### config.mk
export PLATFORM = sky130hd
export DESIGN_NAME = iwc_interrupt_wakeup_ctrl
export DESIGN_NICKNAME = d
export VERILOG_FILES = /design/src/iwc_interrupt_wakeup_ctrl.v
export VERILOG_INCLUDE_DIRS = /design/src
export SDC_FILE = /design/constraint.sdc
export NUM_CORES = 1
export LEC_CHECK = 0
export ABC_AREA = 1
export BUFFER_PORTS_ARGS = -buffer_cell sky130_fd_sc_hd__buf_2
export CELL_PAD_IN_SITES_DETAIL_PLACEMENT = 1
export CELL_PAD_IN_SITES_GLOBAL_PLACEMENT = 1
export CORE_MARGIN = 8
export CORE_UTILIZATION = 47
export CTS_BUF_LIST = sky130_fd_sc_hd__clkbuf_8
export CTS_CLUSTER_SIZE = 24
export DETAILED_ROUTE_END_ITERATION = 12
export PLACE_DENSITY_LB_ADDON = 0.2
export RECOVER_POWER = 50
export REMOVE_ABC_BUFFERS = 1
export SKIP_LAST_GASP = 1
export SYNTH_ARGS = -nofsm -noshare
export SYNTH_HDL_FRONTEND = slang
export SYNTH_SLANG_ARGS = --single-unit
### constraint.sdc
create_clock -name clk_sys -period 12.72 [get_ports clk_sys]
set_input_delay 0.636 -clock clk_sys [delete_from_list [all_inputs] [get_ports clk_sys]]
set_output_delay 0.636 -clock clk_sys [all_outputs]
set_load 0.005 [all_outputs]
### src/iwc_consts.vh
// Constants for the interrupt and wake-up controller: register addresses,
// field positions, reset values, vector layout and timing counts.
// Assumes it is included by the controller file on its bare name.
`ifndef IWC_CONSTS_VH
`define IWC_CONSTS_VH

// Register addresses.
`define IWC_ADDR_POWER 8'h87
`define IWC_ADDR_EXTCTL 8'h88
`define IWC_ADDR_PINFLAG 8'h95
`define IWC_ADDR_WAKEMASK 8'h96
`define IWC_ADDR_EN_MAIN 8'hA8
`define IWC_ADDR_EN_EXTRA 8'hA9
`define IWC_ADDR_PLO_MAIN 8'hB8
`define IWC_ADDR_PHI_MAIN 8'hB9
`define IWC_ADDR_PLO_EXTRA 8'hBA
`define IWC_ADDR_PHI_EXTRA 8'hBB

// Field positions in power_control.
`define IWC_PWR_SLEEP 0
`define IWC_PWR_STOP 1
// Field positions in ext_int_control.
`define IWC_EXT_TRIG0 0
`define IWC_EXT_FLAG0 1
`define IWC_EXT_TRIG1 2
`define IWC_EXT_FLAG1 3
// Field positions in pin_flag_reg.
`define IWC_PF_TIMER3 0
`define IWC_PF_PORT 1
`define IWC_PF_PIN2 2
// Global enable bit.
`define IWC_EN_GLOBAL 7

// Reset values.
`define IWC_RST_BYTE 8'h00
`define IWC_RST_PINS 8'hFF

// Vector layout: address is slot times eight plus three.
`define IWC_VEC_LOW 3'h3
`define IWC_VEC_HIGH 8'h00
`define IWC_SRC_COUNT 9
// First source placed after the reserved slot.
`define IWC_SRC_AFTER_GAP 6

// Cycles requests stay held after Stop exit.
`define IWC_STOP_RESUME_CYC 4'h2

`endif

### src/iwc_interrupt_wakeup_ctrl.v
// Interrupt and wake-up controller for an 8051-style core: nine sources,
// four priority levels with nesting, Idle and Stop wake-up.
// Assumes pins and event inputs are synchronous to clk_sys, and that a
// clock generator restarts clk_sys from the stop_wake level.
`timescale 1ns/1ps
`include "iwc_consts.vh"

module iwc_interrupt_wakeup_ctrl
(
    // Clock and reset.
    input wire clk_sys,
    input wire reset,
    // Special-function register port from the core.
    input wire [7:0] sfr_addr,
    input wire [7:0] sfr_wdata,
    input wire sfr_wr,
    input wire sfr_rd,
    output reg [7:0] sfr_rdata,
    // Pins.
    input wire ext_pin0,
    input wire ext_pin1,
    input wire ext_pin2,
    input wire [7:0] p1_pins,
    // Peripheral event sources.
    input wire timer0_flag,
    input wire timer1_flag,
    input wire timer2_flag,
    input wire uart_flag,
    input wire timer3_event,
    input wire [3:0] timer_ctl_bits,
    // Handshake with the core.
    output wire int_req,
    output reg [15:0] int_vector,
    output reg [1:0] int_level,
    input wire int_ack,
    input wire int_return,
    output reg [8:0] src_ack,
    // Power mode outputs.
    output wire cpu_idle,
    output wire cpu_stop,
    output wire stop_wake,
    output wire [3:0] power_control_misc
);

    ////////////////////////////////////////////////////////////////////
    // Register state.

    // Power control: bits 1 and 0 are the mode requests.
    reg [7:0] power_reg;
    // Trigger selects and pin0/pin1 edge flags.
    reg [3:0] extctl_reg;
    // Pin2 flag, port change flag and timer3 flag.
    reg [2:0] pinflag_reg;
    // Port1 wake and change mask.
    reg [7:0] wake_mask_reg;
    // Enables, bit 7 of the main one is the global enable.
    reg [7:0] en_main_reg;
    reg [2:0] en_extra_reg;
    // Priority register pairs.
    reg [5:0] plo_main_reg;
    reg [5:0] phi_main_reg;
    reg [2:0] plo_extra_reg;
    reg [2:0] phi_extra_reg;
    // Previous pin levels for edge and change detection.
    reg pin0_prev_reg;
    reg pin1_prev_reg;
    reg pin2_prev_reg;
    reg [7:0] p1_prev_reg;
    // Port1 levels captured at each power register write, Stop entry among them.
    reg [7:0] p1_ref_reg;
    // One bit per level that has a handler in service.
    reg [3:0] in_service_reg;
    // Registered request and the source behind it.
    reg req_reg;
    reg [3:0] sel_src_reg;
    // Cycles left in which servicing stays held after Stop exit.
    reg [3:0] resume_reg;

    ////////////////////////////////////////////////////////////////////
    // Source vectors in vector order: pin0, timer0, pin1, timer1, uart,
    // timer2, timer3, port change, pin2.

    wire global_int_enable;
    wire pin0_trigger_select;
    wire pin1_trigger_select;
    wire pin0_int_enable;
    wire pin1_int_enable;
    wire pin2_int_enable;
    wire port_change_int_enable;
    wire pin0_fall;
    wire pin1_fall;
    wire pin2_fall;
    wire port_change;
    wire [8:0] src_pend;
    wire [8:0] src_en;
    wire [8:0] src_plo;
    wire [8:0] src_phi;
    wire [8:0] src_live;
    wire wr_power;
    wire stop_block;
    wire any_idle_wake;

    assign global_int_enable = en_main_reg[`IWC_EN_GLOBAL];
    assign pin0_trigger_select = extctl_reg[`IWC_EXT_TRIG0];
    assign pin1_trigger_select = extctl_reg[`IWC_EXT_TRIG1];
    assign pin0_int_enable = en_main_reg[0];
    assign pin1_int_enable = en_main_reg[2];
    assign pin2_int_enable = en_extra_reg[2];
    assign port_change_int_enable = en_extra_reg[1];

    // Falling edges on the external pins.
    assign pin0_fall = pin0_prev_reg & ~ext_pin0;
    assign pin1_fall = pin1_prev_reg & ~ext_pin1;
    assign pin2_fall = pin2_prev_reg & ~ext_pin2;
    // Any change of a masked Port1 pin.
    assign port_change = |((p1_pins ^ p1_prev_reg) & wake_mask_reg);

    // Pending requests; pin0 and pin1 follow their trigger select.
    assign src_pend = {
        pinflag_reg[`IWC_PF_PIN2],
        pinflag_reg[`IWC_PF_PORT],
        pinflag_reg[`IWC_PF_TIMER3],
        timer2_flag,
        uart_flag,
        timer1_flag,
        pin1_trigger_select ? extctl_reg[`IWC_EXT_FLAG1] : ~ext_pin1,
        timer0_flag,
        pin0_trigger_select ? extctl_reg[`IWC_EXT_FLAG0] : ~ext_pin0
    };

    // Per-source enables and priority bits in the same order.
    assign src_en = {en_extra_reg, en_main_reg[5:0]};
    assign src_plo = {plo_extra_reg, plo_main_reg};
    assign src_phi = {phi_extra_reg, phi_main_reg};

    // Servicing needs the global enable and the source enable.
    assign src_live = src_pend & src_en & {9{global_int_enable}};
    // Idle wake comes only from fully enabled sources.
    assign any_idle_wake = |src_live;

    ////////////////////////////////////////////////////////////////////
    // Arbitration over four levels.

    reg found;
    reg [1:0] best_lvl;
    reg [3:0] best_src;
    reg top_valid;
    reg [1:0] top_lvl;
    reg [1:0] lvl;
    reg [4:0] slot;
    integer i;

    // Scans downward so a lower index wins a tie.
    always @*
    begin
        found = 1'b0;
        best_lvl = 2'b00;
        best_src = 4'h0;
        lvl = 2'b00;
        for (i = `IWC_SRC_COUNT - 1; i >= 0; i = i - 1)
        begin
            lvl = {src_phi[i], src_plo[i]};
            if (src_live[i] && (!found || lvl >= best_lvl))
            begin
                found = 1'b1;
                best_lvl = lvl;
                best_src = i[3:0];
            end
        end
    end

    // Highest level that has a handler in service.
    always @*
    begin
        top_valid = |in_service_reg;
        if (in_service_reg[3])
            top_lvl = 2'b11;
        else if (in_service_reg[2])
            top_lvl = 2'b10;
        else if (in_service_reg[1])
            top_lvl = 2'b01;
        else
            top_lvl = 2'b00;
    end

    // Vector slot skips the reserved slot after timer2.
    always @*
    begin
        if (best_src < `IWC_SRC_AFTER_GAP)
            slot = {1'b0, best_src};
        else
            slot = {1'b0, best_src} + 5'h01;
    end

    // A request may go out only above every level in service.
    wire can_preempt;
    assign can_preempt = found && (!top_valid || best_lvl > top_lvl);
    wire ack_now;
    assign ack_now = int_ack & req_reg;

    // Request handshake is the registered arbitration result.
    assign int_req = req_reg;

    // Registers the winner; the cycle after an ack carries no request.
    always @(posedge clk_sys or posedge reset)
    begin
        if (reset)
        begin
            req_reg <= 1'b0;
            sel_src_reg <= 4'h0;
            int_vector <= 16'h0000;
            int_level <= 2'b00;
        end
        else
        begin
            req_reg <= can_preempt && !ack_now && !stop_wake && ~|resume_reg;
            if (!ack_now)
            begin
                sel_src_reg <= best_src;
                int_vector <= {`IWC_VEC_HIGH, slot, `IWC_VEC_LOW};
                int_level <= best_lvl;
            end
        end
    end

    // In-service stack: set on ack, highest level cleared on return.
    always @(posedge clk_sys or posedge reset)
    begin
        if (reset)
            in_service_reg <= 4'h0;
        else
        begin
            if (int_return)
            begin
                if (in_service_reg[3])
                    in_service_reg[3] <= 1'b0;
                else if (in_service_reg[2])
                    in_service_reg[2] <= 1'b0;
                else if (in_service_reg[1])
                    in_service_reg[1] <= 1'b0;
                else
                    in_service_reg[0] <= 1'b0;
            end
            if (ack_now)
                in_service_reg[int_level] <= 1'b1;
        end
    end

    // One-cycle clear pulse to the peripheral behind the vectored source.
    always @(posedge clk_sys or posedge reset)
    begin
        if (reset)
            src_ack <= 9'h000;
        else if (ack_now)
            src_ack <= 9'h001 << sel_src_reg;
        else
            src_ack <= 9'h000;
    end

    ////////////////////////////////////////////////////////////////////
    // Pin history and flags.

    // Edge and change history; pins idle high.
    always @(posedge clk_sys or posedge reset)
    begin
        if (reset)
        begin
            pin0_prev_reg <= 1'b1;
            pin1_prev_reg <= 1'b1;
            pin2_prev_reg <= 1'b1;
            p1_prev_reg <= `IWC_RST_PINS;
        end
        else
        begin
            pin0_prev_reg <= ext_pin0;
            pin1_prev_reg <= ext_pin1;
            pin2_prev_reg <= ext_pin2;
            p1_prev_reg <= p1_pins;
        end
    end

    wire wr_ext;
    wire wr_flag;
    assign wr_ext = sfr_wr && sfr_addr == `IWC_ADDR_EXTCTL;
    assign wr_flag = sfr_wr && sfr_addr == `IWC_ADDR_PINFLAG;
    wire ack0;
    wire ack1;
    wire ack_t3;
    wire ack_port;
    wire ack_p2;
    assign ack0 = ack_now && sel_src_reg == 4'h0;
    assign ack1 = ack_now && sel_src_reg == 4'h2;
    assign ack_t3 = ack_now && sel_src_reg == 4'h6;
    assign ack_port = ack_now && sel_src_reg == 4'h7;
    assign ack_p2 = ack_now && sel_src_reg == 4'h8;

    // Trigger selects and pin0/pin1 edge flags; a set beats any clear.
    always @(posedge clk_sys or posedge reset)
    begin
        if (reset)
            extctl_reg <= 4'h0;
        else
        begin
            extctl_reg[`IWC_EXT_TRIG0] <= wr_ext ?
                sfr_wdata[`IWC_EXT_TRIG0] : pin0_trigger_select;
            extctl_reg[`IWC_EXT_TRIG1] <= wr_ext ?
                sfr_wdata[`IWC_EXT_TRIG1] : pin1_trigger_select;
            if (pin0_fall)
                extctl_reg[`IWC_EXT_FLAG0] <= 1'b1;
            else if (ack0)
                extctl_reg[`IWC_EXT_FLAG0] <= 1'b0;
            else if (wr_ext)
                extctl_reg[`IWC_EXT_FLAG0] <= sfr_wdata[`IWC_EXT_FLAG0];
            if (pin1_fall)
                extctl_reg[`IWC_EXT_FLAG1] <= 1'b1;
            else if (ack1)
                extctl_reg[`IWC_EXT_FLAG1] <= 1'b0;
            else if (wr_ext)
                extctl_reg[`IWC_EXT_FLAG1] <= sfr_wdata[`IWC_EXT_FLAG1];
        end
    end

    // Pin flag register: write 0 clears, write 1 keeps; set wins.
    always @(posedge clk_sys or posedge reset)
    begin
        if (reset)
            pinflag_reg <= 3'h0;
        else
        begin
            if (pin2_fall)
                pinflag_reg[`IWC_PF_PIN2] <= 1'b1;
            else if (ack_p2 || (wr_flag && !sfr_wdata[`IWC_PF_PIN2]))
                pinflag_reg[`IWC_PF_PIN2] <= 1'b0;
            if (port_change)
                pinflag_reg[`IWC_PF_PORT] <= 1'b1;
            else if (ack_port || (wr_flag && !sfr_wdata[`IWC_PF_PORT]))
                pinflag_reg[`IWC_PF_PORT] <= 1'b0;
            if (timer3_event)
                pinflag_reg[`IWC_PF_TIMER3] <= 1'b1;
            else if (ack_t3 || (wr_flag && !sfr_wdata[`IWC_PF_TIMER3]))
                pinflag_reg[`IWC_PF_TIMER3] <= 1'b0;
        end
    end

    ////////////////////////////////////////////////////////////////////
    // Enable, priority and mask registers.

    always @(posedge clk_sys or posedge reset)
    begin
        if (reset)
        begin
            wake_mask_reg <= `IWC_RST_BYTE;
            en_main_reg <= `IWC_RST_BYTE;
            en_extra_reg <= 3'h0;
            plo_main_reg <= 6'h00;
            phi_main_reg <= 6'h00;
            plo_extra_reg <= 3'h0;
            phi_extra_reg <= 3'h0;
        end
        else if (sfr_wr)
        begin
            case (sfr_addr)
                `IWC_ADDR_WAKEMASK: wake_mask_reg <= sfr_wdata;
                `IWC_ADDR_EN_MAIN:
                    en_main_reg <= {sfr_wdata[7], 1'b0, sfr_wdata[5:0]};
                `IWC_ADDR_EN_EXTRA: en_extra_reg <= sfr_wdata[2:0];
                `IWC_ADDR_PLO_MAIN: plo_main_reg <= sfr_wdata[5:0];
                `IWC_ADDR_PHI_MAIN: phi_main_reg <= sfr_wdata[5:0];
                `IWC_ADDR_PLO_EXTRA: plo_extra_reg <= sfr_wdata[2:0];
                `IWC_ADDR_PHI_EXTRA: phi_extra_reg <= sfr_wdata[2:0];
                default: wake_mask_reg <= wake_mask_reg;
            endcase
        end
    end

    ////////////////////////////////////////////////////////////////////
    // Power modes.

    // A pin that is low with its enable set refuses Stop entry.
    assign stop_block = (~ext_pin0 & pin0_int_enable) |
                        (~ext_pin1 & pin1_int_enable) |
                        (~ext_pin2 & pin2_int_enable);
    assign wr_power = sfr_wr && sfr_addr == `IWC_ADDR_POWER;

    // Stop wake ignores the global and port change enables.
    assign stop_wake = power_reg[`IWC_PWR_STOP] &
        (stop_block |
         (|((p1_pins ^ p1_ref_reg) & wake_mask_reg)));

    assign cpu_idle = power_reg[`IWC_PWR_SLEEP];
    assign cpu_stop = power_reg[`IWC_PWR_STOP];
    assign power_control_misc = {power_reg[7], power_reg[3:2], 1'b0};

    // Mode requests; Idle ends at once on an enabled request.
    always @(posedge clk_sys or posedge reset)
    begin
        if (reset)
        begin
            power_reg <= `IWC_RST_BYTE;
            p1_ref_reg <= `IWC_RST_PINS;
            resume_reg <= 4'h0;
        end
        else
        begin
            if (resume_reg != 4'h0)
                resume_reg <= resume_reg - 4'h1;
            if (wr_power)
            begin
                power_reg[7] <= sfr_wdata[7];
                power_reg[3:2] <= sfr_wdata[3:2];
                power_reg[`IWC_PWR_SLEEP] <= sfr_wdata[`IWC_PWR_SLEEP];
                if (!stop_block)
                    power_reg[`IWC_PWR_STOP] <= sfr_wdata[`IWC_PWR_STOP];
                p1_ref_reg <= p1_pins;
            end
            else
            begin
                if (any_idle_wake)
                    power_reg[`IWC_PWR_SLEEP] <= 1'b0;
                if (stop_wake)
                begin
                    power_reg[`IWC_PWR_STOP] <= 1'b0;
                    resume_reg <= `IWC_STOP_RESUME_CYC;
                end
            end
        end
    end

    ////////////////////////////////////////////////////////////////////
    // Read back, one cycle after the read strobe; unmapped reads zero.

    always @(posedge clk_sys or posedge reset)
    begin
        if (reset)
            sfr_rdata <= `IWC_RST_BYTE;
        else if (sfr_rd)
        begin
            case (sfr_addr)
                `IWC_ADDR_POWER: sfr_rdata <= {power_reg[7], 3'h0,
                    power_reg[3:0]};
                `IWC_ADDR_EXTCTL: sfr_rdata <= {timer_ctl_bits, extctl_reg};
                `IWC_ADDR_PINFLAG: sfr_rdata <= {5'h00, pinflag_reg};
                `IWC_ADDR_WAKEMASK: sfr_rdata <= wake_mask_reg;
                `IWC_ADDR_EN_MAIN: sfr_rdata <= en_main_reg;
                `IWC_ADDR_EN_EXTRA: sfr_rdata <= {5'h00, en_extra_reg};
                `IWC_ADDR_PLO_MAIN: sfr_rdata <= {2'h0, plo_main_reg};
                `IWC_ADDR_PHI_MAIN: sfr_rdata <= {2'h0, phi_main_reg};
                `IWC_ADDR_PLO_EXTRA: sfr_rdata <= {5'h00, plo_extra_reg};
                `IWC_ADDR_PHI_EXTRA: sfr_rdata <= {5'h00, phi_extra_reg};
                default: sfr_rdata <= `IWC_RST_BYTE;
            endcase
        end
    end

endmodule

Yosys cells after proc, flatten, opt, wreduce, memory -nomap -nowiden. Index checks and enable logic that the tools add are counted.

Flip-flop bits (word level): 106. Input bits: 42. Output and inout bits: 43. Word-level logic and storage cells: 217.

Add/subtract/negate cells: 2. Order comparisons: 12. Eq/ne operators: 15. Shifts and indexed selects: 1. Muxes and demuxes: 63. Bitwise gates (word level): 21. Reduce and logical (&&, ||, !) cells: 73.

Operators by type and width (count): equality test 8 bit (second input constant) (10); case mux 8 bit (10 select lines) (1); two-way mux 4 bit (14); two-way mux 1 bit (31); two-way mux 2 bit (13); logical AND 1 bit (24); AND 9 bit (2); AND 8 bit (2); greater-or-equal comparator 2 bit (8); AND reduction 2 bit (8); OR reduction 8 bit (2); XOR 8 bit (2); zero test 1 bit (15); logical OR 1 bit (12); nonzero test 2 bit (5); two-way mux 9 bit (1); OR reduction 9 bit (1); << shifter 1 x 4 -> 9 bit (first input constant) (1); AND 1 bit (8); equality test 4 x 3 -> 1 bit (second input constant) (2); OR reduction 4 bit (2); nonzero test 3 bit (2); adder 4 x 1 -> 5 bit (second input constant) (1); two-way mux 5 bit (1); other kinds (15) (19).

Longest topological paths before layout. Gate-level depths: netlist of the first run.

Depth in word-level cells: 43. Mapped depth: 74. Mapped depth without buffers: 73.

Least setup slack after synthesis of the first run. OpenSTA, ideal clock, no wires.

Path kind: register to register. From: reg en_main_reg[7]. To: reg req_reg (netlist: int_req). Library setup time: 0.086 ns. Arrival: 8.013 ns. Data required time: 12.634 ns. Setup slack: 4.621 ns. Cell stages (with the launch flop): 64. Buffers on the path: 1. Period minus slack after synthesis: 8.099 ns. Path through: dfrtp_1 > buf_6 > nand3_4 > nor2_1 > ha_1 > o21ai_0 > nand2_1 > nand2_2 > nand2_1 > and2_1 > ha_1 > nand2_1 > nand3_1 > nand2_2 > inv_2 > nand2_1 > and2_1 > ha_1 > (+28 left out) > o211ai_2 > nand2_1 > nand3_1 > and2_1 > ha_1 > o21ai_0 > nand3b_2 > nand2_4 > inv_1 > nand2_1 > and2_1 > ha_1 > inv_1 > nor2_1 > o21ai_0 > o21ai_0 > nand3_1 > nor3_1.

Word-level cells in the longest chain between the ends: 40. Elaborated cells between the ends (all ways): 57. Classes of those cells: 9 x order compare; 18 x mux; 1 x bitwise; 29 x reduce/logical.

RTL lines: start, declared (line iwc_interrupt_wakeup_ctrl.v:57) `reg [7:0] en_main_reg;`; start signal, assigned (line iwc_interrupt_wakeup_ctrl.v:353) `` en_main_reg <= `IWC_RST_BYTE; ``; start signal, assigned (line iwc_interrupt_wakeup_ctrl.v:365) `en_main_reg <= {sfr_wdata[7], 1'b0, sfr_wdata[5:0]};`; AND 9 bit * (line iwc_interrupt_wakeup_ctrl.v:137) `assign src_live = src_pend & src_en & {9{global_int_enable}};`; two-way mux 2 bit / two-way mux 1 bit (equally long branches) (line iwc_interrupt_wakeup_ctrl.v:163) `if (src_live[i] && (!found || lvl >= best_lvl))`; greater-or-equal comparator 2 bit / zero test 1 bit (equally long branches) (line iwc_interrupt_wakeup_ctrl.v:163); logical OR 1 bit (line iwc_interrupt_wakeup_ctrl.v:163); logical AND 1 bit (line iwc_interrupt_wakeup_ctrl.v:163); two-way mux 2 bit / two-way mux 1 bit (equally long branches) (line iwc_interrupt_wakeup_ctrl.v:163); greater-or-equal comparator 2 bit / zero test 1 bit (equally long branches) (line iwc_interrupt_wakeup_ctrl.v:163); logical OR 1 bit (line iwc_interrupt_wakeup_ctrl.v:163); (+23 left out); logical OR 1 bit (line iwc_interrupt_wakeup_ctrl.v:163); logical AND 1 bit (line iwc_interrupt_wakeup_ctrl.v:163); two-way mux 2 bit * (line iwc_interrupt_wakeup_ctrl.v:163); net best_lvl[1] (line iwc_interrupt_wakeup_ctrl.v:145) `reg [1:0] best_lvl;`; greater-than comparator 2 bit * (line iwc_interrupt_wakeup_ctrl.v:197) `assign can_preempt = found && (!top_valid || best_lvl > top_lvl);`; logical OR 1 bit * (line iwc_interrupt_wakeup_ctrl.v:197); logical AND 1 bit * (line iwc_interrupt_wakeup_ctrl.v:197); logical AND 1 bit * (3 in series) (line iwc_interrupt_wakeup_ctrl.v:216) `req_reg <= can_preempt && !ack_now && !stop_wake && ~|resume_reg;`; end signal, assigned (line iwc_interrupt_wakeup_ctrl.v:216); end, declared (line iwc_interrupt_wakeup_ctrl.v:74) `reg req_reg;`.

The timed path passes the listed nets; every way through them passes the cells marked *. A chain may end at the register's enable or synchronous reset.

Worst setup path after layout of the first run. Ends and elaborated chain as after synthesis.

==> results of run 1 <==
-- cell usage after synthesis (2+ instances only) --
cell type / number / share of area (%)
sky130_fd_sc_hd__ha_1: 20 / 4.3
sky130_fd_sc_hd__o221ai_1: 2 / 0.30
sky130_fd_sc_hd__dfstp_2: 19 / 8.7
sky130_fd_sc_hd__o22ai_1: 8 / 0.87
sky130_fd_sc_hd__buf_2: 4 / 0.35
sky130_fd_sc_hd__nand3b_1: 2 / 0.26
sky130_fd_sc_hd__a21oi_1: 12 / 1.0
sky130_fd_sc_hd__nand3_1: 41 / 3.6
sky130_fd_sc_hd__o211ai_2: 3 / 0.65
sky130_fd_sc_hd__nand3_4: 2 / 0.61
sky130_fd_sc_hd__nand2_1: 189 / 12
sky130_fd_sc_hd__xor2_1: 6 / 0.91
sky130_fd_sc_hd__a221oi_1: 7 / 1.1
sky130_fd_sc_hd__nand2_4: 2 / 0.39
sky130_fd_sc_hd__o21ai_1: 8 / 0.69
sky130_fd_sc_hd__o2111ai_1: 2 / 0.30
sky130_fd_sc_hd__inv_1: 96 / 6.2
sky130_fd_sc_hd__nor2_1: 39 / 2.5
sky130_fd_sc_hd__nor4_1: 2 / 0.22
sky130_fd_sc_hd__o21ai_0: 70 / 6.1
sky130_fd_sc_hd__o211ai_1: 2 / 0.26
sky130_fd_sc_hd__xnor2_1: 2 / 0.30
sky130_fd_sc_hd__nand2_2: 7 / 0.76
sky130_fd_sc_hd__clkbuf_1: 6 / 0.39
sky130_fd_sc_hd__nand4_1: 6 / 0.65
sky130_fd_sc_hd__or2_2: 8 / 0.87
sky130_fd_sc_hd__dfrtp_1: 86 / 37
sky130_fd_sc_hd__or2_1: 3 / 0.33
sky130_fd_sc_hd__inv_2: 8 / 0.52
sky130_fd_sc_hd__nand3_2: 6 / 1.0
sky130_fd_sc_hd__nor2_2: 3 / 0.33
sky130_fd_sc_hd__and2_1: 7 / 0.76
sky130_fd_sc_hd__nor3_1: 14 / 1.2
sky130_fd_sc_hd__buf_4: 11 / 1.4
-- per-stage QoR --
stage	instance area, µm²	instances	hold WS (ps)
floorplan	5660	704	448.4
global placement	6225	926	454.9
detailed placement	6225	926	459.4
CTS	6451	942	233.0
global route	6401	942	339.8
finish	6401	942	354.5
-- cell type report --
cell class              instances  area share (%)
inverters                     104           6.118
well taps                     147           2.873
clock buffers                   9           1.935
flip-flops and latches        105           41.42
repair buffers                 75           5.180
multi-input cells             495           40.87
clock inverters                 7           1.603
-- placed cells by master, fill, tap and decap left out, types with 3 or more instances in the layout --
cell type / instances
sky130_fd_sc_hd__dfrtp_1: 86
sky130_fd_sc_hd__buf_2: 40
sky130_fd_sc_hd__nand3_1: 41
sky130_fd_sc_hd__nand4_1: 6
sky130_fd_sc_hd__nand3_2: 6
sky130_fd_sc_hd__dfstp_2: 19
sky130_fd_sc_hd__o21ai_0: 70
sky130_fd_sc_hd__o211ai_2: 3
sky130_fd_sc_hd__and2_1: 7
sky130_fd_sc_hd__nand2_2: 6
sky130_fd_sc_hd__a21oi_1: 12
sky130_fd_sc_hd__or2_2: 8
sky130_fd_sc_hd__clkbuf_1: 35
sky130_fd_sc_hd__nor2_2: 3
sky130_fd_sc_hd__nand2_1: 190
sky130_fd_sc_hd__clkbuf_8: 9
sky130_fd_sc_hd__ha_1: 20
sky130_fd_sc_hd__nor2_1: 39
sky130_fd_sc_hd__o21ai_1: 8
sky130_fd_sc_hd__nor3_1: 14
sky130_fd_sc_hd__inv_2: 7
sky130_fd_sc_hd__a221oi_1: 7
sky130_fd_sc_hd__inv_1: 97
sky130_fd_sc_hd__o22ai_1: 8
sky130_fd_sc_hd__xor2_1: 6
sky130_fd_sc_hd__conb_1: 10
-- worst min-delay path by stage --
| stage | from | end | slack, ps | cells after the start |
|---|---|---|---|---|
| 6_report | ext_pin0 | pin0_prev_reg$_DFF_PP1_ | 350 | 1 |
| 5_1_grt | ext_pin0 | pin0_prev_reg$_DFF_PP1_ | 340 | 1 |
| 4_1_cts | reset | en_main_reg[2]$_DFFE_PP0P_ | 230 | 2 |
| 3_5_place_dp | p1_ref_reg[5]$_DFFE_PP1P_ | p1_ref_reg[5]$_DFFE_PP1P_ | 460 | 2 |
| 3_3_place_gp | p1_ref_reg[1]$_DFFE_PP1P_ | p1_ref_reg[1]$_DFFE_PP1P_ | 450 | 2 |
| 2_1_floorplan | p1_ref_reg[0]$_DFFE_PP1P_ | p1_ref_reg[0]$_DFFE_PP1P_ | 450 | 2 |
-- power by group --
part	switching [mW]	internal, mW
clock network	0.127	0.113
registers	0.0268	0.372
logic	0.171	0.0925
-- metal layers --
layer,vias up,wire length [µm],global-route usage (%)
li1,2447,-,-
met1,2564,7775,27.99
met2,158,8487,38.49
met3,44,845,4.399
met4,0,555,9.797
met5,-,0,0
-- critical path, delay by kind of cell, from the launching register on --
family	cells	cell delay, ps
buffers and inverters	6	470
AOI/OAI and AO/OA	12	1860
DFF	1	580
adders and majority gates	9	2490
and+or+nand+nor	35	4230
-- cell families after synthesis --
group | synth area share [%]
XOR/XNOR | 1.215
flip-flops | 45.98
other | 0.06503
buffers and inverters | 9.199
adder cells (fa/ha/maj) | 4.339
AND/OR/NAND/NOR | 26.82
AO/OA/AOI/OAI | 12.39
==> results.md, run 1 <==
Floorplanning:
- The cell row count is 40.
- The die span in y is about 130 µm.
- The starting utilization of the core area is 48.01%.
- In this run the horizontal extent of the chip is 126.8 µm.
- The floorplan step defined a core boundary enclosing 0.01201 mm².
- The full die area is 0.01607 mm².
- 85 I/O pins were placed.

Placed design:
- The minimum setup slack after placement is approximately 3100 ps.
- The count of buffers from port buffering is 74.
- At the end of routability-driven placement, the weighted congestion stood at 0.9181.
- The total half-perimeter wirelength after legalization and detailed placement is between 10000 and 15000 µm.

Layout:
- The repair_antennas step left the layout with diodes totalling 0.
- Fill cells in the final layout number between 1500 and 2000.
- Once layout is complete, the utilization of the core stands at ~53%.
- Compared with the post-synthesis result, the final layout area differs by 11.00%.
- In the final layout, flip-flops and latches occupy approximately 0.0027 mm².
- The final net count is around 850.
- The footprint of the multi-input gates is ~0.0026 mm².
- The register with the most flip-flops in the layout has 9 of them.
- The layout cell share with drive strength beyond 1 is about 15%.
- Counting flops per register, the top entry is src_ack.

GRT:
- The overall fraction of global-route tracks in use is around 23%.
- The number of antenna violations at the first check in global routing was 0.
- Summed over all layers, the global routing overflow is 0.
- The number of global-route vias before repair is 5767.
- Entering global routing, the biggest net connects 75 pins.
- The first global-routing pass estimated ~29000 µm of wire.

Power and ir drop:
- The overall power after layout is between 0.9 and 1 mW.
- The power per cell area is roughly 140 mW/mm².
- The analysis attributes to cell leakage a power of around 3.2 nW.
- The worst-case IR drop observed on VDD is slightly below 0.06 mV.

Route:
- The first TritonRoute pass finished after 6 iterations.
- The remaining routing DRC violations is 0.
- For this block, the routed nets add up to 17660 µm of wire.
- The count of nets left with antenna violations once routing finished came out at 0.
- The number of design-rule violations left by the first detailed-router iteration is about 350.
- The per-cell routed wire length is 18.75 µm.
- The total via count in the routed design is between 5000 and 6000.
- Using the TritonRoute via totals, the vias-per-cell ratio works out to 5.534.

Worst setup path:
- The critical path ends at int_req$_DFF_PP0_.
- The largest stage delay on the critical path is just under 600 ps.
- Along the worst path, the maximum fanout reaches 9.
- The source of the worst register-to-register timing path is en_main_reg[7]$_DFFE_PP0P_.
- The capture instance of the worst register-to-register path is int_req$_DFF_PP0_.
- The most used cell along the critical path is sky130_fd_sc_hd__nand2_1.
- STA puts the critical path data arrival time at 10010 ps.
- STA classifies the critical path endpoint as a register.
- The critical path starts at en_main_reg[7]$_DFFE_PP0P_.
- The setup path with the least slack is of type register to register.
- The reg-to-reg setup timing slack is between 3000 and 4000 ps.
- The required time reported for the critical path endpoint is about 13000 ps.
- STA classifies the critical path startpoint as a register.
- The worst-path cell with the longest stage delay is sky130_fd_sc_hd__dfrtp_1.
- The logic depth of the worst register-to-register path is 62.

Clock tree:
- The count of hold-fix buffers inserted at cts is 0.
- Clock-pin slew was measured on the worst setup and hold paths at ~100 ps.
- In this run the clock root is driven by a sky130_fd_sc_hd__clkbuf_8.
- The number of buffers added for setup after CTS is 0.
- The post-cts sizing count is 0.
- TritonCTS built the clock tree.
- At the later pin of the worst-skew pair, clock insertion delay measures between 400 and 500 ps.
- The number of buffers inserted during clock tree synthesis is 9.
- The number of H-tree levels is 3.
- Counting every sink on the clock net gives between 100 and 150.
- The maximum buffer depth of the clock tree is 2.

Timing:
- The maximum frequency from static timing analysis is 103.2 MHz.
- Setup total negative slack on the finished layout was measured at 0 ps.
- The actual transition at the worst max-transition pin is ~4000 ps.
- The number of failing setup endpoints in the final timing report is 0.
- Once routing completed, OpenROAD measured the worst setup slack at approximately 3000 ps.
- The post-route clock period utilization is 76.16%.
- The smallest clock period supported by the final layout is computed as a little under 10000 ps.
- The hold violation total from the final report is 0.
- The max-slew violation count is 75.
- The max-slew headroom at the worst pin is -167.0%.
- Setup repair after global routing left no endpoint under its margin.
- The maximum clock skew at final layout is between 20 and 25 ps.

Synth:
- Of all flip-flops after synthesis, the portion carrying an async set or reset was between 90% and 100%.
- Summing the sequential cell areas from Yosys gives between 40% and 50% of the chip area.
- The mapped netlist covers roughly 0.0058 mm².
- The number of instances in the synthesized netlist is roughly 720.
- The count of unique library cells instantiated by Yosys is 49.
- The average cell area after synthesis is between 8 and 9 µm².
- In the synthesized netlist the dominant register cell turns out to be sky130_fd_sc_hd__dfrtp_1.
- Yosys printed 0 warnings.
- Counting flops with a built-in enable in the synthesized netlist gives 0.
- Counting flops and latches in the post-synthesis netlist gives about 110.

Run status:
- The flow ran to the end, but the final reports show violations.
- The final reports fail on max-capacitance violations, max-slew violations.

Min path:
- The path class of the tightest hold or removal check is primary input to register.

Run:
- The tool flagged a number of max-cap violations equal to 2.
No activity file was read; power rests on OpenSTA's default activity.
==> inputs of run 2 (changes only) <==
Settings changed: CORE_UTILIZATION 47 to 40.
Clock period 12.72 ns to 8.59 ns, I/O delays scaled along.
==> run 2 against run 1 <==
Compared with the run above: the run ends with max-capacitance violations, max-slew violations, negative setup slack left; global-route usage fell by 1.4 points; first-iteration DRC count shrank 2.9%; utilization down 1.6 points; die area grew 15%; design area grew 16%; wire length increased by 23%; combinational power increased to 2.5 times the previous value; sequential share of layout area down 5.6 points.
==> results.md, run 2 (synthesis gave the netlist of run 1 again) <==
GRT:
- The busiest metal layer after global routing is met2.
- The met1 track demand over resource in global routing is between 20 and 30%.
- The number of antenna violations at the first check in global routing was 0.
- The number of global-route vias before repair is approximately 5800.
- The first global-routing pass estimated a little over 30000 µm of wire.
- Entering global routing, the biggest net connects 64 pins.
- In the global route stage, met2 resource usage came out at a little over a third.
- The remaining global-route overflow is 0.
- In the global route stage, met3 resource usage came out at between 3 and 4%.
- Global routing used between 20% and 30% of the available tracks.

Timing:
- The slack of the critical path is -188.5 ps.
- The maximum frequency from static timing analysis is 113.9 MHz.
- The maximum clock skew at final layout is between 15 and 20 ps.
- The final critical delay including setup and external delays is around 8800 ps.
- The max-slew violation count came to about 110.
- The final-layout worst hold slack is roughly 140 ps.
- The max-slew headroom at the worst pin is -127.0%.
- The actual transition at the worst max-transition pin is between 3000 and 4000 ps.
- After layout, the worst path uses 102.2% of the clock period.
- Summed over all failing endpoints, the final setup total negative slack is -385.6 ps.
- The number of failing setup endpoints in the final timing report is 3.
- The hold violation total from the final report came to 0.

Placed design:
- The count of buffers added on input and output ports is 74.
- Once placement finished, the instance area stood at ~0.0063 mm².
- The total half-perimeter wirelength after legalization and detailed placement is around 14000 µm.
- After detailed placement, the design holds a cell count of 965.
- The minimum setup slack after placement is -731.0 ps.
- Routability-driven placement finished with a final weighted congestion of between 0.9 and 1.

Floorplanning:
- The die covers about 0.019 mm².
- The total area inside the core boundary comes to between 0.01 and 0.015 mm².
- Once the floorplan was initialized, standard cells occupied around two fifths of the core.
- The horizontal extent of the die is roughly 140 µm.
- In this run the core area contains 44 standard-cell rows.
- The I/O pin total is 85.
- From bottom edge to top edge, the die measures ~140 µm.

Worst setup path:
- STA classifies the critical path startpoint as a register.
- The largest fanout on the critical path is 5.
- The worst-path cell with the longest stage delay is sky130_fd_sc_hd__dfrtp_1.
- The worst setup path is captured at a register.
- The logic depth of the worst path, buffers included is 61.
- The critical path is of the register to register type.
- The last element of the critical path is int_req$_DFF_PP0_.
- The worst setup path startpoint is pinflag_reg[2]$_DFFE_PP0P_.
- Together, buffers and inverters on the worst path number 5.
- At the worst endpoint, the arrival time is between 9000 and 10000 ps.
- The startpoint identified for the worst register-to-register timing path is pinflag_reg[2]$_DFFE_PP0P_.
- For flop-to-flop paths, the worst setup slack is -190 ps.
- For the worst flop-to-flop path, the logic depth is 61.
- In this run the critical register-to-register path is captured at int_req$_DFF_PP0_.
- For this run, the slowest stage of the critical path takes 420 ps.
- The most used cell along the critical path is sky130_fd_sc_hd__nand2_2.
- The cell family contributing the most delay on the critical path is simple AND/OR/NAND/NOR gates.
- The required time reported for the critical path endpoint is approximately 8900 ps.

Layout:
- The footprint of the multi-input gates is ~0.0032 mm².
- After routing the design area is around 0.0074 mm².
- The library cell used most frequently in the layout, excluding fill and tap cells, is sky130_fd_sc_hd__nand2_1.
- Once layout is complete, the cells apart from fillers number between 1000 and 1500.
- The largest register by flop count is src_ack.
- In the layout the commonest cells are sky130_fd_sc_hd__nand2_1, sky130_fd_sc_hd__inv_1, sky130_fd_sc_hd__dfrtp_1, sky130_fd_sc_hd__o21ai_0, sky130_fd_sc_hd__buf_4.
- At the end of the flow, the number of nets in the layout was slightly above 900.
- Cells with a size suffix above 1 make up 30.28% of the layout.
- The repair_antennas step left the layout with diodes totalling 0.
- The register area is 0.002651 mm².
- The flip-flop count of the largest register, all copies and words added is 9.
- The layout has about 1800 filler cells.
- Relative to the synthesized area, the layout overhead comes to 28.40%.
- Measured on the finished design, the core utilization comes to slightly above 50%.

Route:
- The number of design-rule violations left by the first detailed-router iteration is 335.
- The via density per instance is about 5.4.
- The count of nets left with antenna violations after detail routing is 0.
- For this run, the detailed router's first-pass iteration total came to 5.
- After detailed routing, the average wire length per cell comes to roughly 21 µm.
- The routed wire length is between 20000 and 25000 µm.
- The final route contains between 5000 and 6000 vias.
- After detailed routing, the number of remaining DRC violations is 0.

Clock tree:
- The count of clock tree sinks is 105.
- The H-tree generated during clock tree synthesis spans 3 levels.
- The later pin in the worst-skew pair is clocked with a latency of around 400 ps.
- The master cell of the clock root buffer is sky130_fd_sc_hd__clkbuf_8.
- The clock-pin slew on the worst setup and hold paths is approximately 120 ps.
- The clock tree from TritonCTS is yes.
- The count of hold-fix buffers inserted at cts is 0.
- The number of buffers inserted during clock tree synthesis is 9.
- The clock passes through at most 2 buffers.

Power and ir drop:
- VDD sags by at most between 0.09 and 0.1 mV.
- The power per cell area is roughly 210 mW/mm².
- The total leakage power is approximately 3.6 nW.
- The overall power after layout is between 1.5 and 2 mW.

Min path:
- The path category of the worst min-delay check is primary input to register.
- Along the worst hold path, the cell count comes to 1.

Run status:
- The run finished, with violations left.
- The final reports fail on max-capacitance violations, max-slew violations, negative setup slack.

Run:
- The count of maximum capacitance violations is 2.
[run 2: area by class of cell]
| class | instances | area share (%) |
|---|---|---|
| multi-input combinational | 495 | 42.73 |
| sequential | 105 | 35.81 |
| timing repair buffer | 132 | 10.51 |
| inverter | 104 | 5.424 |
| tap | 184 | 3.109 |
| clock buffer | 9 | 1.673 |
| clock inverter | 7 | 0.7435 |
[run 2: power by group]
group	switching [mW]	internal (mW)
clock	0.198	0.109
sequential	0.0422	0.551
combinational	0.377	0.287
[run 2: worst min path at each step]
stage	to	slack [ps]	from
2_1_floorplan	p1_prev_reg[0]$_DFF_PP1_	430	p1_pins[0]
3_3_place_gp	p1_ref_reg[1]$_DFFE_PP1P_	460	p1_ref_reg[1]$_DFFE_PP1P_
3_5_place_dp	sfr_rdata[2]$_DFFE_PP0P_	460	sfr_rdata[2]$_DFFE_PP0P_
4_1_cts	en_main_reg[3]$_DFFE_PP0P_	100	reset
5_1_grt	pin0_prev_reg$_DFF_PP1_	150	ext_pin0
6_report	pin0_prev_reg$_DFF_PP1_	140	ext_pin0
[run 2: worst register-to-register path: cells and delay by family, from the launching register on]
family,cells,cell delay [ps]
DFF,1,420
buffers and inverters,5,370
AOI/OAI and AO/OA,12,1490
adders and majority gates,9,2300
and+or+nand+nor,35,4130
[run 2: per-layer routing]
metal | routed length (µm) | up-vias | share of wire [%]
met5 | 0 | - | 0
met4 | 897 | 0 | 4.1
met3 | 1086 | 62 | 5.0
met2 | 10790 | 209 | 50
met1 | 8897 | 2760 | 41
li1 | - | 2560 | -
[run 2: repair_timing]
action	in CTS	in global routing
pin swaps	11	64
endpoints found under the setup margin	9	9
gates resized for setup	20	106
setup buffers	28	28
==> inputs of run 3 (changes only) <==
Settings changed: BUFFER_PORTS_ARGS -buffer_cell sky130_fd_sc_hd__buf_2 to not set, CORE_UTILIZATION 40 to 44, DONT_BUFFER_PORTS set to 1.
==> run 3 against run 2 <==
Compared with the run above: the run ends with max-capacitance violations, max-slew violations left; flip-flop and latch count unchanged; highest routed layer unchanged; design area down 8.6%; first-iteration DRC count up 7.2%; global-route usage up 0.28 points; wire length down 13%; combinational power down 24%; clock skew down 5.2 ps; die area down 8.0%; setup slack better by 330 ps.
==> results.md, run 3 (synthesis gave the netlist of run 1 again) <==
Run status:
- The flow ran to the end, but the final reports show violations.
- The final reports fail on max-capacitance violations, max-slew violations.

Route:
- The remaining routing DRC violations is 0.
- The final route contains roughly 5000 vias.
- The routed wire length is between 15000 and 20000 µm.
- After detailed routing, the average wire length per cell comes to ~20 µm.
- For this block, the initial DRC count from the detailed router was ~360.
- In the routed layout, each cell is associated on average with a via count of roughly 5.4.
- The count of nets left with antenna violations after detail routing is 0.
- The number of detailed-routing iterations run before antenna repair is 5.

Power and ir drop:
- The net switching power figure is 0.5322 mW.
- The total leakage power is 3.204 nW.
- Of the total power, combinational logic draws a little over a third.
- The power per cell area is around 210 mW/mm².
- Registers are responsible for 41.6% of the overall power.
- The cell-internal power is 0.8982 mW.
- VDD sags by at most approximately 0.091 mV.
- The relative contribution of the clock network to total power is between 20 and 25%.
- The switching power share of the total is approximately 37%.

Clock tree:
- The number of buffers inserted during clock tree synthesis is 9.
- The H-tree was split into 3 levels.
- The clock latency at the later pin of the worst-skew pair is roughly 400 ps.
- Clock tree synthesis selected as its root buffer the cell sky130_fd_sc_hd__clkbuf_8.
- Clock-pin slew was measured on the worst setup and hold paths at 110 ps.
- The count of clock tree sinks is about 110.
- The clock passes through at most 2 buffers.
- The clock tree from TritonCTS is yes.

Layout:
- The count of antenna diodes in the layout is 0.
- The layout cell share with drive strength beyond 1 is a little under a quarter.
- Once layout is done, the placed cells without fillers occupy between 0.006 and 0.007 mm².
- The most common cell after layout, fill and taps aside is sky130_fd_sc_hd__nand2_1.
- More flip-flops sit in one register than any other, and that register is src_ack.
- The layout-stage area growth over the synthesis result is 17.36%.
- The register with the most flip-flops in the layout has 9 of them.
- After the last flow step, the layout net total stands at 815.
- In the layout the commonest cells are sky130_fd_sc_hd__nand2_1, sky130_fd_sc_hd__inv_1, sky130_fd_sc_hd__dfrtp_1, sky130_fd_sc_hd__o21ai_0, sky130_fd_sc_hd__nor2_1.
- The finished layout holds ~930 standard cells, fillers aside.

Worst setup path:
- The logic depth of the worst register-to-register path is 63.
- The type of element capturing the critical path is a register.
- In this run the critical register-to-register path is launched from en_main_reg[7]$_DFFE_PP0P_.
- In this run the critical register-to-register path is captured at int_req$_DFF_PP0_.
- For the worst setup path, the data arrival time is slightly below 9000 ps.
- The most critical setup path has its endpoint at int_req$_DFF_PP0_.
- The largest stage delay on the critical path is 410 ps.
- The number of buffers and inverters on the critical path is 6.
- Along the worst path, the maximum fanout reaches 5.
- The startpoint-to-endpoint class of the critical path is register to register.
- The cell that appears most often on the critical path is sky130_fd_sc_hd__nand2_2.
- The worst-path cell with the longest stage delay is sky130_fd_sc_hd__dfrtp_1.
- The worst setup path is launched from a register.
- The worst setup path startpoint is en_main_reg[7]$_DFFE_PP0P_.
- The dominant delay contributor by cell family on the critical path is simple AND/OR/NAND/NOR gates.
- The required time reported for the critical path endpoint is 8920 ps.
- Counting buffers and inverters, the worst setup path is 63 cells deep.
- The reg-to-reg setup timing slack is approximately 140 ps.

GRT:
- For this run, global-route usage on met2 was measured as a little over a third.
- met2 is the most crowded layer.
- For this run, the total global-route usage over all layers was measured as between 20% and 30%.
- The global-route wire length before repair is between 20000 and 30000 µm.
- The maximum number of pins on one net before global-route repair is 63.
- The number of global-route vias before repair is around 5200.
- For met3 alone, demand over resource in global routing was 5.641%.
- The met1 track demand over resource in global routing is 27.30%.
- The number of antenna violations at the first check in global routing is 0.
- For this run the aggregate overflow at the end of global routing stands at 0.

Floorplanning:
- The starting utilization of the core area is between 40 and 50%.
- The die span in y is about 130 µm.
- The full die area is about 0.017 mm².
- 85 I/O pins were placed.
- The cell row count is 42.
- The core outline area is ~0.013 mm².
- In this run the horizontal extent of the chip is about 130 µm.

Placed design:
- OpenSTA, run right after detailed placement, puts the worst setup slack at -593.5 ps.
- The HPWL after detailed placement is 13590 µm.
- The count of buffers from port buffering is 0.
- The congestion estimate from routability-driven global placement came to 0.9246.
- The number of placed instances, taps included is around 880.
- Once placement finished, the instance area stood at approximately 0.0059 mm².

Run:
- The count of maximum capacitance violations is 1.

Timing:
- The final sum of negative setup slack is 0 ps.
- Based on the critical path, the design can be clocked at up to 118.4 MHz.
- The hold violation total from the final report was 0.
- The number of failing setup endpoints in the final timing report is 0.
- The maximum clock skew at final layout is between 10 and 15 ps.
- The max-slew headroom at the worst pin is -33.21%.
- The final critical delay including setup and external delays is around 8400 ps.
- The final critical path takes up a little over nine tenths of the cycle.
- The actual transition at the worst max-transition pin is between 1500 and 2000 ps.
- The max-slew violation count is between 40 and 50.
- The slack of the critical path is 144.6 ps.

Min path:
- In this run the worst hold path is classified as primary input to register.
-- run 3: cell count changes in the layout (fill, tap and decap cells not counted), sizes merged --
| cell | previous run | this run |
|---|---|---|
| clkbuf | 43 | 9 |
| inv | 107 | 105 |
| clkinv | 3 | 4 |
| buf | 98 | 28 |
| bufinv | 0 | 1 |
| dlygate4sd3 | 0 | 10 |
-- run 3: layer usage --
| layer | wire [µm] | part of all wire, % |
|---|---|---|
| met1 | 8088 | 43 |
| met4 | 405 | 2.2 |
| met3 | 1131 | 6.0 |
| met2 | 9192 | 49 |
| met5 | 0 | 0 |
-- run 3: layout make-up --
class	count	area (µm²)
Tap cell	176	220.2
Sequential cell	105	2651
Clock inverter	7	78.83
Multi-Input combinational cell	495	2983
Inverter	104	396.6
Clock buffer	9	123.9
Fill cell	1589	6265
Timing Repair Buffer	38	314.1
-- run 3: power groups by stage --
| stage | clock network [mW] | logic, mW | registers (mW) |
|---|---|---|---|
| after floorplan | 0 | 0.271 | 0.589 |
| after global placement | 0 | 0.332 | 0.602 |
| after detailed placement | 0 | 0.355 | 0.604 |
| after CTS | 0.338 | 0.376 | 0.594 |
| after global routing | 0.356 | 0.556 | 0.602 |
| final | 0.329 | 0.507 | 0.595 |
-- run 3: worst min path at each step --
stage	endpoint	slack, ps	cells after the start	startpoint
finish	p1_prev_reg[1]$_DFF_PP1_	20	0	p1_pins[1]
global route	p1_prev_reg[1]$_DFF_PP1_	0.8	0	p1_pins[1]
CTS	pin0_prev_reg$_DFF_PP1_	0.3	0	ext_pin0
detailed placement	wake_mask_reg[5]$_DFFE_PP0P_	390	1	reset
global placement	wake_mask_reg[5]$_DFFE_PP0P_	390	1	reset
floorplan	p1_prev_reg[0]$_DFF_PP1_	430	0	p1_pins[0]
-- run 3: repair_timing --
action | CTS | global route
pin swaps | 8 | 57
hold buffers | 10 | 0
setup buffers | 6 | 19
gates resized for setup | 10 | 77
endpoints found under the hold margin | 35 | 0
setup endpoints to repair | 6 | 9
-- run 3: stage by stage --
stage	hold WS (ps)	total power [mW]	utilization (%)
finish	18.37	1.430	51.93
global route	0.8127	1.514	51.93
CTS	0.3427	1.309	48.10
detailed placement	394.8	0.9586	45.31
global placement	390.8	0.9340	45.31
floorplan	434.0	0.8599	-
